==> src/rtl/cipu_regs.svh <==
/*
  Constants for the processor interrupt priority unit: fixed addresses,
  mask bit positions, condition bit positions and cause codes.
  Assumes inclusion by bare name from the package and the design file.
*/
`ifndef CIPU_REGS_SVH
`define CIPU_REGS_SVH

`define CIPU_MASK_W 12
`define CIPU_COND_W 6
`define CIPU_MASK_RST 12'h000
`define CIPU_COND_RST 6'h00
`define CIPU_RET_ADDR 15'h0004
`define CIPU_CODE_ADDR 15'h0005
`define CIPU_MB_RTC 8
`define CIPU_MB_EXPBCD 9
`define CIPU_MB_ARITH 10
`define CIPU_MB_SRCH 11
`define CIPU_CB_BJMP 0
`define CIPU_CB_DLOAD 1
`define CIPU_CB_RELOC 2
`define CIPU_CB_PJMP 3
`define CIPU_CB_IEN 4
`define CIPU_CB_PSTATE 5
`define CIPU_CODE_CHAN 12'h040
`define CIPU_CODE_INTB 12'h048

`endif

==> src/rtl/cipu_pkg.sv <==
/*
  Types for the processor interrupt priority unit.
  Assumes the constant header is on the include path.
*/
package cipu_pkg;
  `include "cipu_regs.svh"

  typedef struct packed {
    logic arith_ovf;
    logic divide;
    logic exponent;
    logic bcd;
    logic srch_move;
    logic rtc;
    logic manual;
    logic assoc;
  } cipu_int_t;

  typedef struct packed {
    logic valid;
    logic [14:0] addr;
    logic [11:0] code;
  } cipu_entry_t;

  typedef enum logic [1:0] {
    CIPU_IDLE = 2'b00,
    CIPU_SAVE = 2'b01,
    CIPU_CODE = 2'b10
  } cipu_state_t;
endpackage

==> src/rtl/cipu_unit.sv <==
/*
  Processor interrupt priority unit: scan, mask, clear, sense, entry
  sequence and executive condition register.
  Assumes the sequencer gives one-cycle operation pulses on i_mclk and
  holds the recognition point until o_entry_done; channel lines come
  from pins and are synchronised here.
*/
`timescale 1ns/1ps
`include "cipu_regs.svh"

module cipu_unit
  import cipu_pkg::*;
#(
  parameter int N_CHAN = 8,
  parameter int N_LINE = 8
)(
  input wire logic i_mclk,
  input wire logic i_sys_rst,
  input wire logic [63:0] i_equip_line,
  input wire logic [7:0] i_chan_int,
  input wire logic [7:0] i_chan_present,
  input wire cipu_int_t i_int_event,
  input wire logic i_exec_int,
  input wire logic i_master_clear_request,
  input wire logic i_internal_clear_request,
  input wire logic i_external_clear_request,
  input wire logic i_recog_point,
  input wire logic i_trap_exit_jump,
  input wire logic [14:0] i_pc,
  input wire logic [11:0] i_op_mask,
  input wire logic i_mask_set_op,
  input wire logic i_mask_clear_op,
  input wire logic i_interrupt_sense_op,
  input wire logic i_internal_sense_op,
  input wire logic i_combined_sense_op,
  input wire logic i_clear_all_op,
  input wire logic i_io_clear_op,
  input wire logic i_channel_clear_op,
  input wire logic i_equip_select_op,
  input wire logic [5:0] i_equip_sel_idx,
  input wire logic i_irq_enable_op,
  input wire logic i_irq_disable_op,
  input wire logic i_cond_to_acc_op,
  input wire logic i_acc_to_cond_op,
  input wire logic [5:0] i_acc_cond,
  input wire logic i_boundary_jump_set_op,
  input wire logic i_destructive_load_set_op,
  input wire logic i_relocate_operands_op,
  input wire logic i_relocation_off_op,
  input wire logic i_load_acc_op,
  input wire logic i_jump_op,
  input wire logic i_jump_to_program,
  output logic [23:0] o_acc_data,
  output logic [63:0] o_sense_equip,
  output logic [7:0] o_sense_chan,
  output logic [11:0] o_mask,
  output logic [5:0] o_cond,
  output logic o_irq_enabled,
  output logic o_monitor_state,
  output logic o_int_pending,
  output cipu_entry_t o_mem_write,
  output logic [11:0] o_mem_bitmask,
  output logic o_entry_done
);

  // ----------------------------------------------------------------
  // Elaboration check
  // ----------------------------------------------------------------
  if (N_CHAN != 8 || N_LINE != 8)
  begin : g_bad_size
    $error("cipu_unit serves eight channels of eight lines only");
  end

  // ----------------------------------------------------------------
  // Pin synchronisers
  // ----------------------------------------------------------------
  logic [63:0] eq_s1_reg, eq_s2_reg;
  logic [7:0] ch_s1_reg, ch_s2_reg;
  always_ff @(posedge i_mclk)
  begin
    eq_s1_reg <= i_equip_line;
    eq_s2_reg <= eq_s1_reg;
    ch_s1_reg <= i_chan_int;
    ch_s2_reg <= ch_s1_reg;
  end

  // ----------------------------------------------------------------
  // State
  // ----------------------------------------------------------------
  cipu_state_t state_reg;
  cipu_int_t internal_reg;
  logic [63:0] equip_reg;
  logic [7:0] chan_reg;
  logic [11:0] mask_reg;
  logic [5:0] cond_reg;
  logic blocked_reg;
  logic [11:0] code_reg;
  logic [14:0] pc_reg;
  logic take;
  logic [11:0] sel_code;
  logic sel_manual, sel_assoc;
  logic [63:0] equip_q;
  logic [7:0] chan_q;
  logic ien;

  assign ien = cond_reg[`CIPU_CB_IEN];

  // Equipment and channel pending flags; a new event beats a clear.
  genvar gi;
  for (gi = 0; gi < 64; gi++)
  begin : g_equip
    logic clr;
    assign clr = i_master_clear_request | i_external_clear_request
      | i_io_clear_op
      | (i_equip_select_op && i_equip_sel_idx == 6'(gi));
    always_ff @(posedge i_mclk)
    begin
      if (i_sys_rst)
        equip_reg[gi] <= 1'b0;
      else if (eq_s2_reg[gi])
        equip_reg[gi] <= 1'b1;
      else if (clr)
        equip_reg[gi] <= 1'b0;
    end
  end

  for (gi = 0; gi < 8; gi++)
  begin : g_chan
    always_ff @(posedge i_mclk)
    begin
      if (i_sys_rst)
        chan_reg[gi] <= 1'b0;
      else if (ch_s2_reg[gi])
        chan_reg[gi] <= 1'b1;
      else if (i_master_clear_request | i_external_clear_request
               | i_clear_all_op | i_io_clear_op | i_channel_clear_op)
        chan_reg[gi] <= 1'b0;
    end
  end

  // Internal conditions: events set, clears drop; set wins.
  cipu_int_t int_clr;
  always_comb
  begin
    int_clr = '0;
    if (i_master_clear_request | i_internal_clear_request
        | i_clear_all_op
        | i_interrupt_sense_op | i_internal_sense_op)
      int_clr = '1;
    if (i_io_clear_op)
      int_clr.srch_move = 1'b1;
    if (take && sel_manual)
      int_clr.manual = 1'b1;
    if (take && sel_assoc)
      int_clr.assoc = 1'b1;
  end

  always_ff @(posedge i_mclk)
  begin
    if (i_sys_rst)
      internal_reg <= '0;
    else
      internal_reg <= i_int_event | (internal_reg & ~int_clr);
  end

  // ----------------------------------------------------------------
  // Mask register
  // ----------------------------------------------------------------
  always_ff @(posedge i_mclk)
  begin
    if (i_sys_rst)
      mask_reg <= `CIPU_MASK_RST;
    else if (i_mask_set_op)
      mask_reg <= mask_reg | i_op_mask;
    else if (i_mask_clear_op)
      mask_reg <= mask_reg & ~i_op_mask;
  end

  // ----------------------------------------------------------------
  // Priority encoder
  // ----------------------------------------------------------------
  // Evaluated as one cycle of logic at the recognition point, which
  // gives the same winner as walking the list from the top.
  always_comb
  begin
    logic en;
    logic [2:0] c, l;
    en = ien && !blocked_reg;
    sel_code = 12'h000;
    sel_manual = 1'b0;
    sel_assoc = 1'b0;
    take = 1'b0;
    c = 3'h0;
    l = 3'h0;
    equip_q = '0;
    chan_q = '0;
    for (int ch = 0; ch < 8; ch++)
    begin
      for (int ln = 0; ln < 8; ln++)
        equip_q[ch*8+ln] = equip_reg[ch*8+ln] & mask_reg[ch];
      chan_q[ch] = chan_reg[ch] & mask_reg[ch];
    end
    if (i_exec_int && !blocked_reg)
    begin
      take = 1'b1;
      sel_code = `CIPU_CODE_INTB + 12'h00F;
    end
    else if (en && internal_reg.arith_ovf && mask_reg[`CIPU_MB_ARITH])
    begin
      take = 1'b1;
      sel_code = `CIPU_CODE_INTB + 12'h000;
    end
    else if (en && internal_reg.divide && mask_reg[`CIPU_MB_ARITH])
    begin
      take = 1'b1;
      sel_code = `CIPU_CODE_INTB + 12'h001;
    end
    else if (en && internal_reg.exponent && mask_reg[`CIPU_MB_EXPBCD])
    begin
      take = 1'b1;
      sel_code = `CIPU_CODE_INTB + 12'h002;
    end
    else if (en && internal_reg.bcd && mask_reg[`CIPU_MB_EXPBCD])
    begin
      take = 1'b1;
      sel_code = `CIPU_CODE_INTB + 12'h003;
    end
    else if (en && |equip_q)
    begin
      take = 1'b1;
      for (int i = 63; i >= 0; i--)
        if (equip_q[i])
        begin
          c = 3'(i / 8);
          l = 3'(i % 8);
        end
      sel_code = {6'h00, l, c};
    end
    else if (en && |chan_q)
    begin
      take = 1'b1;
      for (int i = 7; i >= 0; i--)
        if (chan_q[i])
          c = 3'(i);
      sel_code = `CIPU_CODE_CHAN | {9'h000, c};
    end
    else if (en && internal_reg.srch_move && mask_reg[`CIPU_MB_SRCH])
    begin
      take = 1'b1;
      sel_code = `CIPU_CODE_INTB + 12'h004;
    end
    else if (en && internal_reg.rtc && mask_reg[`CIPU_MB_RTC])
    begin
      take = 1'b1;
      sel_code = `CIPU_CODE_INTB + 12'h005;
    end
    else if (en && internal_reg.manual)
    begin
      take = 1'b1;
      sel_manual = 1'b1;
      sel_code = `CIPU_CODE_INTB + 12'h006;
    end
    else if (en && internal_reg.assoc)
    begin
      take = 1'b1;
      sel_assoc = 1'b1;
      sel_code = `CIPU_CODE_INTB + 12'h007;
    end
    take = take && i_recog_point && state_reg == CIPU_IDLE;
  end

  // ----------------------------------------------------------------
  // Entry sequence
  // ----------------------------------------------------------------
  always_ff @(posedge i_mclk)
  begin
    if (i_sys_rst)
    begin
      state_reg <= CIPU_IDLE;
      code_reg <= 12'h000;
      pc_reg <= 15'h0000;
    end
    else
    begin
      unique case (state_reg)
        CIPU_IDLE:
          if (take)
          begin
            state_reg <= CIPU_SAVE;
            code_reg <= sel_code;
            pc_reg <= i_pc;
          end
        CIPU_SAVE:
          state_reg <= CIPU_CODE;
        CIPU_CODE:
          state_reg <= CIPU_IDLE;
        default:
          state_reg <= CIPU_IDLE;
      endcase
    end
  end

  always_ff @(posedge i_mclk)
  begin
    if (i_sys_rst)
    begin
      o_mem_write <= '0;
      o_mem_bitmask <= 12'h000;
      o_entry_done <= 1'b0;
    end
    else
    begin
      o_mem_write <= '0;
      o_mem_bitmask <= 12'h000;
      o_entry_done <= 1'b0;
      if (state_reg == CIPU_SAVE)
        o_mem_write <= '{1'b1, `CIPU_RET_ADDR, pc_reg[11:0]};
      if (state_reg == CIPU_CODE)
      begin
        o_mem_write <= '{1'b1, `CIPU_CODE_ADDR, code_reg};
        o_mem_bitmask <= 12'hFFF;
        o_entry_done <= 1'b1;
      end
    end
  end

  // ----------------------------------------------------------------
  // Condition register and recognition block
  // ----------------------------------------------------------------
  // Blocking holds from recognition to the save op, and from the
  // restore op to the exit jump.
  always_ff @(posedge i_mclk)
  begin
    if (i_sys_rst)
      blocked_reg <= 1'b0;
    else if (take || i_acc_to_cond_op)
      blocked_reg <= 1'b1;
    else if (i_cond_to_acc_op || i_trap_exit_jump)
      blocked_reg <= 1'b0;
  end

  always_ff @(posedge i_mclk)
  begin
    if (i_sys_rst)
      cond_reg <= `CIPU_COND_RST;
    else if (take)
    begin
      cond_reg[`CIPU_CB_IEN] <= 1'b0;
      cond_reg[`CIPU_CB_PSTATE] <= 1'b0;
    end
    else if (i_cond_to_acc_op)
      cond_reg <= `CIPU_COND_RST;
    else if (i_acc_to_cond_op)
      cond_reg <= i_acc_cond;
    else if (!blocked_reg)
    begin
      if (i_boundary_jump_set_op)
        cond_reg[`CIPU_CB_BJMP] <= 1'b1;
      else if (i_jump_op)
        cond_reg[`CIPU_CB_BJMP] <= 1'b0;
      if (i_destructive_load_set_op)
        cond_reg[`CIPU_CB_DLOAD] <= 1'b1;
      else if (i_load_acc_op)
        cond_reg[`CIPU_CB_DLOAD] <= 1'b0;
      if (i_relocate_operands_op)
        cond_reg[`CIPU_CB_RELOC] <= 1'b1;
      else if (i_relocation_off_op)
        cond_reg[`CIPU_CB_RELOC] <= 1'b0;
      if (i_jump_to_program)
      begin
        cond_reg[`CIPU_CB_PJMP] <= 1'b0;
        cond_reg[`CIPU_CB_PSTATE] <= 1'b1;
      end
      else if (i_jump_op && cond_reg[`CIPU_CB_PSTATE])
        cond_reg[`CIPU_CB_PJMP] <= 1'b1;
      if (i_irq_enable_op)
        cond_reg[`CIPU_CB_IEN] <= 1'b1;
      else if (i_irq_disable_op)
        cond_reg[`CIPU_CB_IEN] <= 1'b0;
    end
    else if (i_irq_enable_op)
      cond_reg[`CIPU_CB_IEN] <= 1'b1;
  end

  // ----------------------------------------------------------------
  // Sense and accumulator read
  // ----------------------------------------------------------------
  always_ff @(posedge i_mclk)
  begin
    if (i_sys_rst)
    begin
      o_acc_data <= 24'h000000;
      o_sense_equip <= '0;
      o_sense_chan <= 8'h00;
    end
    else
    begin
      for (int ch = 0; ch < 8; ch++)
      begin
        o_sense_equip[ch*8 +: 8] <= equip_reg[ch*8 +: 8]
          | {8{~i_chan_present[ch]}};
        o_sense_chan[ch] <= chan_reg[ch] | ~i_chan_present[ch];
      end
      if (i_combined_sense_op)
        o_acc_data <= {mask_reg, 4'h0, internal_reg};
      else if (i_internal_sense_op || i_interrupt_sense_op)
        o_acc_data <= {16'h0000, internal_reg};
      else if (i_cond_to_acc_op)
        o_acc_data <= {18'h00000, cond_reg};
    end
  end

  assign o_mask = mask_reg;
  assign o_cond = cond_reg;
  assign o_irq_enabled = ien;
  assign o_monitor_state = ~cond_reg[`CIPU_CB_PSTATE];
  assign o_int_pending = (|internal_reg) | (|equip_reg) | (|chan_reg)
    | i_exec_int;

endmodule // cipu_unit

==> config.mk <==
export PLATFORM = sky130hd
export DESIGN_NAME = cipu_unit
export DESIGN_NICKNAME = d
export VERILOG_FILES = /design/src/rtl/cipu_pkg.sv /design/src/rtl/cipu_unit.sv
export VERILOG_INCLUDE_DIRS = /design/src /design/src/rtl
export SDC_FILE = /design/constraint.sdc
export NUM_CORES = 1
export LEC_CHECK = 0
export ABC_AREA = 1
export ABC_CLOCK_PERIOD_IN_PS = 4160
export BUFFER_PORTS_ARGS = -buffer_cell sky130_fd_sc_hd__buf_2
export CAP_MARGIN = 20
export CORE_UTILIZATION = 36
export DETAILED_ROUTE_END_ITERATION = 6
export GPL_TIMING_DRIVEN = 0
export PLACE_DENSITY = 0.59
export SKIP_LAST_GASP = 1
export SYNTH_ARGS = -nofsm -noshare
export SYNTH_HDL_FRONTEND = slang
export SYNTH_SLANG_ARGS = --single-unit
export TNS_END_PERCENT = 30
==> constraint.sdc <==
create_clock -name i_mclk -period 4.16 [get_ports i_mclk]
set_input_delay 0.416 -clock i_mclk [delete_from_list [all_inputs] [get_ports i_mclk]]
set_output_delay 0.416 -clock i_mclk [all_outputs]
set_load 0.02 [all_outputs]
# Word level (Yosys, flattened, before mapping)
# Index checks and enable logic that the tools add are counted.
# word_totals
register_bits	402
input_bits	155
output_inout_bits	158
wordCells	889
# op_classes
n_eq_ne	69
muxes	348
bitwise_logic	180
n_reduce_logical	188
# ops
op	count
3-bit 2-to-1 mux	135
6-bit == test, second input constant	32
1-bit 2-to-1 mux	188
2-bit nonzero test	75
64-bit OR reduction	2
6-bit by 5-bit == test with 1-bit output, second input constant	16
1-bit logical AND	87
1-bit OR	84
7-bit 2-to-1 mux	11
1-bit bitwise AND	72
24-bit 2-to-1 mux	3
8-bit OR	9
28-bit 2-to-1 mux	2
6-bit by 4-bit == test with 1-bit output, second input constant	8
12-bit 2-to-1 mux	3
6-bit by 3-bit == test with 1-bit output, second input constant	4
8-bit OR reduction	3
4-bit nonzero test	4
12-bit bitwise AND	1
6-bit by 2-bit == test with 1-bit output, second input constant	2
12-bit inverter	1
12-bit OR	1
3-bit AND reduction	4
1-bit inverter	10
20 further kinds	28

# Logic depth before layout (Yosys ltp)
# logic_depth
ltp_word	71
ltp_mapped	67
depth_no_buf	67

# Worst setup path before layout
# No wires, ideal clock.
# synth_path
path_kind	register -> register
start	reg with a tool-made name
end	reg code_reg[3]
setup_ps	66
t_arrival_ps	3402
required_time_ps	4094
slack_ps	692
stages_incl_launch_ff	66
n_path_buf	1
synth_period_minus_slack_ps	3468
cell_sequence	dfxtp_1 -> buf_4 -> nand2_2 -> nand2_1 -> nand2_1 -> nand2_1 -> nand2_1 -> nand2_1 -> nand2_1 -> nand2_1 -> nand2_1 -> nand2_1 -> nand2_1 -> nand2_1 -> nand2_1 -> nand2_1 -> nand2_1 -> nand2_1 -> [... 30 more ...] -> nand2_1 -> nand2_1 -> nand2_1 -> nand2_1 -> nand2_1 -> nand2_1 -> nand2_1 -> nand2_1 -> nand2_1 -> nand2_1 -> nand2_1 -> nand2_1 -> nand2_1 -> nand2_1 -> nand2_1 -> nand2_1 -> nand2_1 -> a21oi_2
# synth_rtl
element	line	rtl
to (signal assigned)	cipu_unit.sv:290	code_reg <= sel_code;
to (decl)	cipu_unit.sv:97	logic [11:0] code_reg;

==> key figures <==
Yosys
  • Seq/Total Area, Yosys: 59.5%
  • Post-Syn Instances: 1,476
  • Number of flops mapped to enable cells by yosys: 0
  • Top FF cell, synth: dfxtp_1
  • Syn. warnings: 0
  • Async set-reset flop share out of synthesis: 0%
  • Post-Syn Area: 0.0124 mm^2
  • #FFs+latches synth: 370
  • Number of distinct library cells after synthesis: 35
  • Avg Inst Size Synth: 8.43 um^2

Setup path
  • CP arrival: 4.24 ns
  • Crit end category: flop
  • Crit path largest cell delay: 0.37 ns
  • Critical path class: reg -> reg
  • Critical Path RT: 4.62 ns
  • Slowest cell on the critical path: dfxtp_4
  • Crit path top cell by count: nand2_1
  • CP startpoint kind: flop
  • Crit Path Max Fanout: 4

Floorplan
  • Core area: 0.0338 mm^2
  • Die ar.: 0.0353 mm^2
  • Row Count: 67
  • Initial Util: 36.8%
  • I/O pins: 313
  • Die Span X: 188 um
  • Die Y-Extent: 188 um

GRT
  • Vias in the first global route: 10,800
  • Largest net degree at the start of global routing: 15
  • Antenna violations before repair: 8
  • First-pass GRT wire length: 58,800 um
  • Total congestion overflow: 0
  • GRT Util Overall: 21.5%

Routing
  • Drt initial violations: 715
  • First drt pass iteration count: 7
  • Routed Antenna Nets: 0
  • DRC: 2
  • WL/cell: 16.1 um
  • Via/cell ratio: 4.68
  • Via count: 11,100
  • Detailed Route WL: 38,400 um

STA
  • Hold Fails Final Rpt: 0
  • Final min period: 3.78 ns
  • Tightest Pin Transition: 1.07 ns
  • RSZ-0062 raised after global routing: yes
  • Fmax: 265 MHz
  • Final Skew: 0.0169 ns
  • Final Cycle Share: 90.9%
  • Slew HR: 27.9%
  • Finish-stage setup viols: 0
  • Hold WS: 0.0417 ns
  • Final Max Tran Viols: 0

Pwr
  • Power Density: 525 mW/mm^2
  • Peak VDD IR: 0.329 mV
  • Leakage: 7.89 nW
  • Power, Total: 0.00875 W

Place
  • RePlAce Congestion: 0.906
  • # port buffers: 284
  • Hpwl dp: 28,900 um
  • Cells after DPL: 2,227

Clock tree
  • Sink Count: 370
  • CTS HTree Levels: 2
  • Root buffer cell: clkbuf_16
  • Worst-Skew Late Latency: 0.53 ns
  • Max Root-Sink Buffers: 3
  • CTS tree: built
  • Worst-path clk slew: 0.06 ns
  • Total CTS buffers: 40

Worst hold path
  • Min-delay worst type: in -> reg

Layout
  • Number of fill cells: 3,255
  • Nets@finish: 2,054
  • Area grow syn2layout: 34.0%
  • Fin cells: 2,381
  • Fraction of layout cells with a size suffix above 1: 21.9%

Status
  • Failing checks: DRC
  • Outcome: finished, violations left

Job
  • Max Cap Viol: 0
cell usage after synthesis (2+ instances only):
master    count  area, um^2
a211oi_1     13        97.6
a21oi_1     242        1210
a221oi_1      7        61.3
a31oi_1      15        93.8
buf_1        11        41.3
buf_4        36         270
buf_6         3        33.8
clkbuf_1     39         146
clkbuf_4      2        15.0
dfxtp_1     370        7410
ha_1          4        50.1
inv_1       141         529
inv_2         7        26.3
nand2_1     282        1060
nand3_1      27         135
nand3b_1      2        15.0
nand4_1      17         106
nor2_1      170         638
nor2_2        2        12.5
nor3_1       16        80.1
nor4_1       11        68.8
o21ai_0      33         165
o21ai_1       5        25.0
o22ai_1       5        31.3
o31ai_1       6        45.0
routing by layer:
layer / GRT usage, % / vias up / wire length (um)
li1: - / 5594 / -
met1: 27.0 / 5057 / 16800
met2: 35.4 / 408 / 17700
met3: 4.74 / 86 / 2600
met4: 8.76 / 2 / 1320
met5: 0 / - / 13
through the flow:
stage	util [%]	worst slack (ns)	TNS [ns]	cell area [um^2]
floorplan	-	0.692	0	12500
global placement	42.9	0.295	0	14500
detailed placement	43.0	0.338	0	14500
CTS	49.1	0.294	0	16600
global route	49.3	-0.214	-0.214	16700
finish	49.3	0.380	0	16700
cell type report:
| class | count | area, um^2 | area share [%] |
|---|---|---|---|
| Sequential cell | 370 | 7410 | 44.5 |
| Clock inverter | 23 | 279 | 1.67 |
| Buffer | 93 | 529 | 3.18 |
| Timing Repair Buffer | 361 | 2180 | 13.1 |
| Inverter | 149 | 559 | 3.36 |
| Tap cell | 448 | 561 | 3.36 |
| Clock buffer | 50 | 1120 | 6.71 |
| Multi-Input combinational cell | 880 | 4010 | 24.1 |
| Antenna cell | 7 | 17.5 | 0.105 |
placed cells by master (no fill, tap or decap), types with 27 or more instances in the layout:
cell type      Yosys  final
a21oi_1          242    242
nand2_1          282    282
dlygate4sd3_1      0     69
nor2_1           170    170
clkbuf_1          39     41
dfxtp_1          370    367
o21ai_0           33     33
clkbuf_16          0     40
inv_1            141    140
buf_2              1    286
buf_4             36     39
nand3_1           27     27
path summary, 6_finish.rpt:
kind	from	end	slack, ns	depth (start not counted)
worst max-delay path	flop	code_reg[3]$_SDFFE_PP0P_	0.38	66
worst min-delay path	i_equip_line[1]	eq_s1_reg[1]$_DFF_P_	0.04	1
worst max register to register	flop	code_reg[3]$_SDFFE_PP0P_	0.38	66
worst min register to register	eq_s1_reg[32]$_DFF_P_	eq_s2_reg[32]$_DFF_P_	0.32	0
timing repair:
| item | 4_1_cts | 5_1_grt |
|---|---|---|
| gates resized for setup | 0 | 6 |
| setup endpoints to repair | 0 | 1 |
| hold buffers | 69 | 0 |
| hold endpoints to repair | 69 | 0 |
| setup buffers | 0 | 3 |
kinds of logic after synthesis:
kind of cell	share of synthesized area [%]
buffers and inverters	8.72
DFF	59.5
other	0.0301
AOI/OAI and AO/OA	14.3
adders and majority gates	0.402
and+or+nand+nor	17.0
report_power, final:
part	internal (W)	total (W)	leakage [nW]	switching, W
combinational	0.000433	0.00115	4.11	0.000716
sequential	0.00379	0.00392	3.09	0.000126
clock	0.00223	0.00368	0.691	0.00145
total	0.00646	0.00875	7.89	0.00229
critical path, delay by kind of cell (launching register included):
kind	cells	cell delay [ns]
and+or+nand+nor	64	3.18
DFF	1	0.37
buffers and inverters	1	0.06
AOI/OAI and AO/OA	1	0.11
No activity file was read; power rests on OpenSTA's default activity.
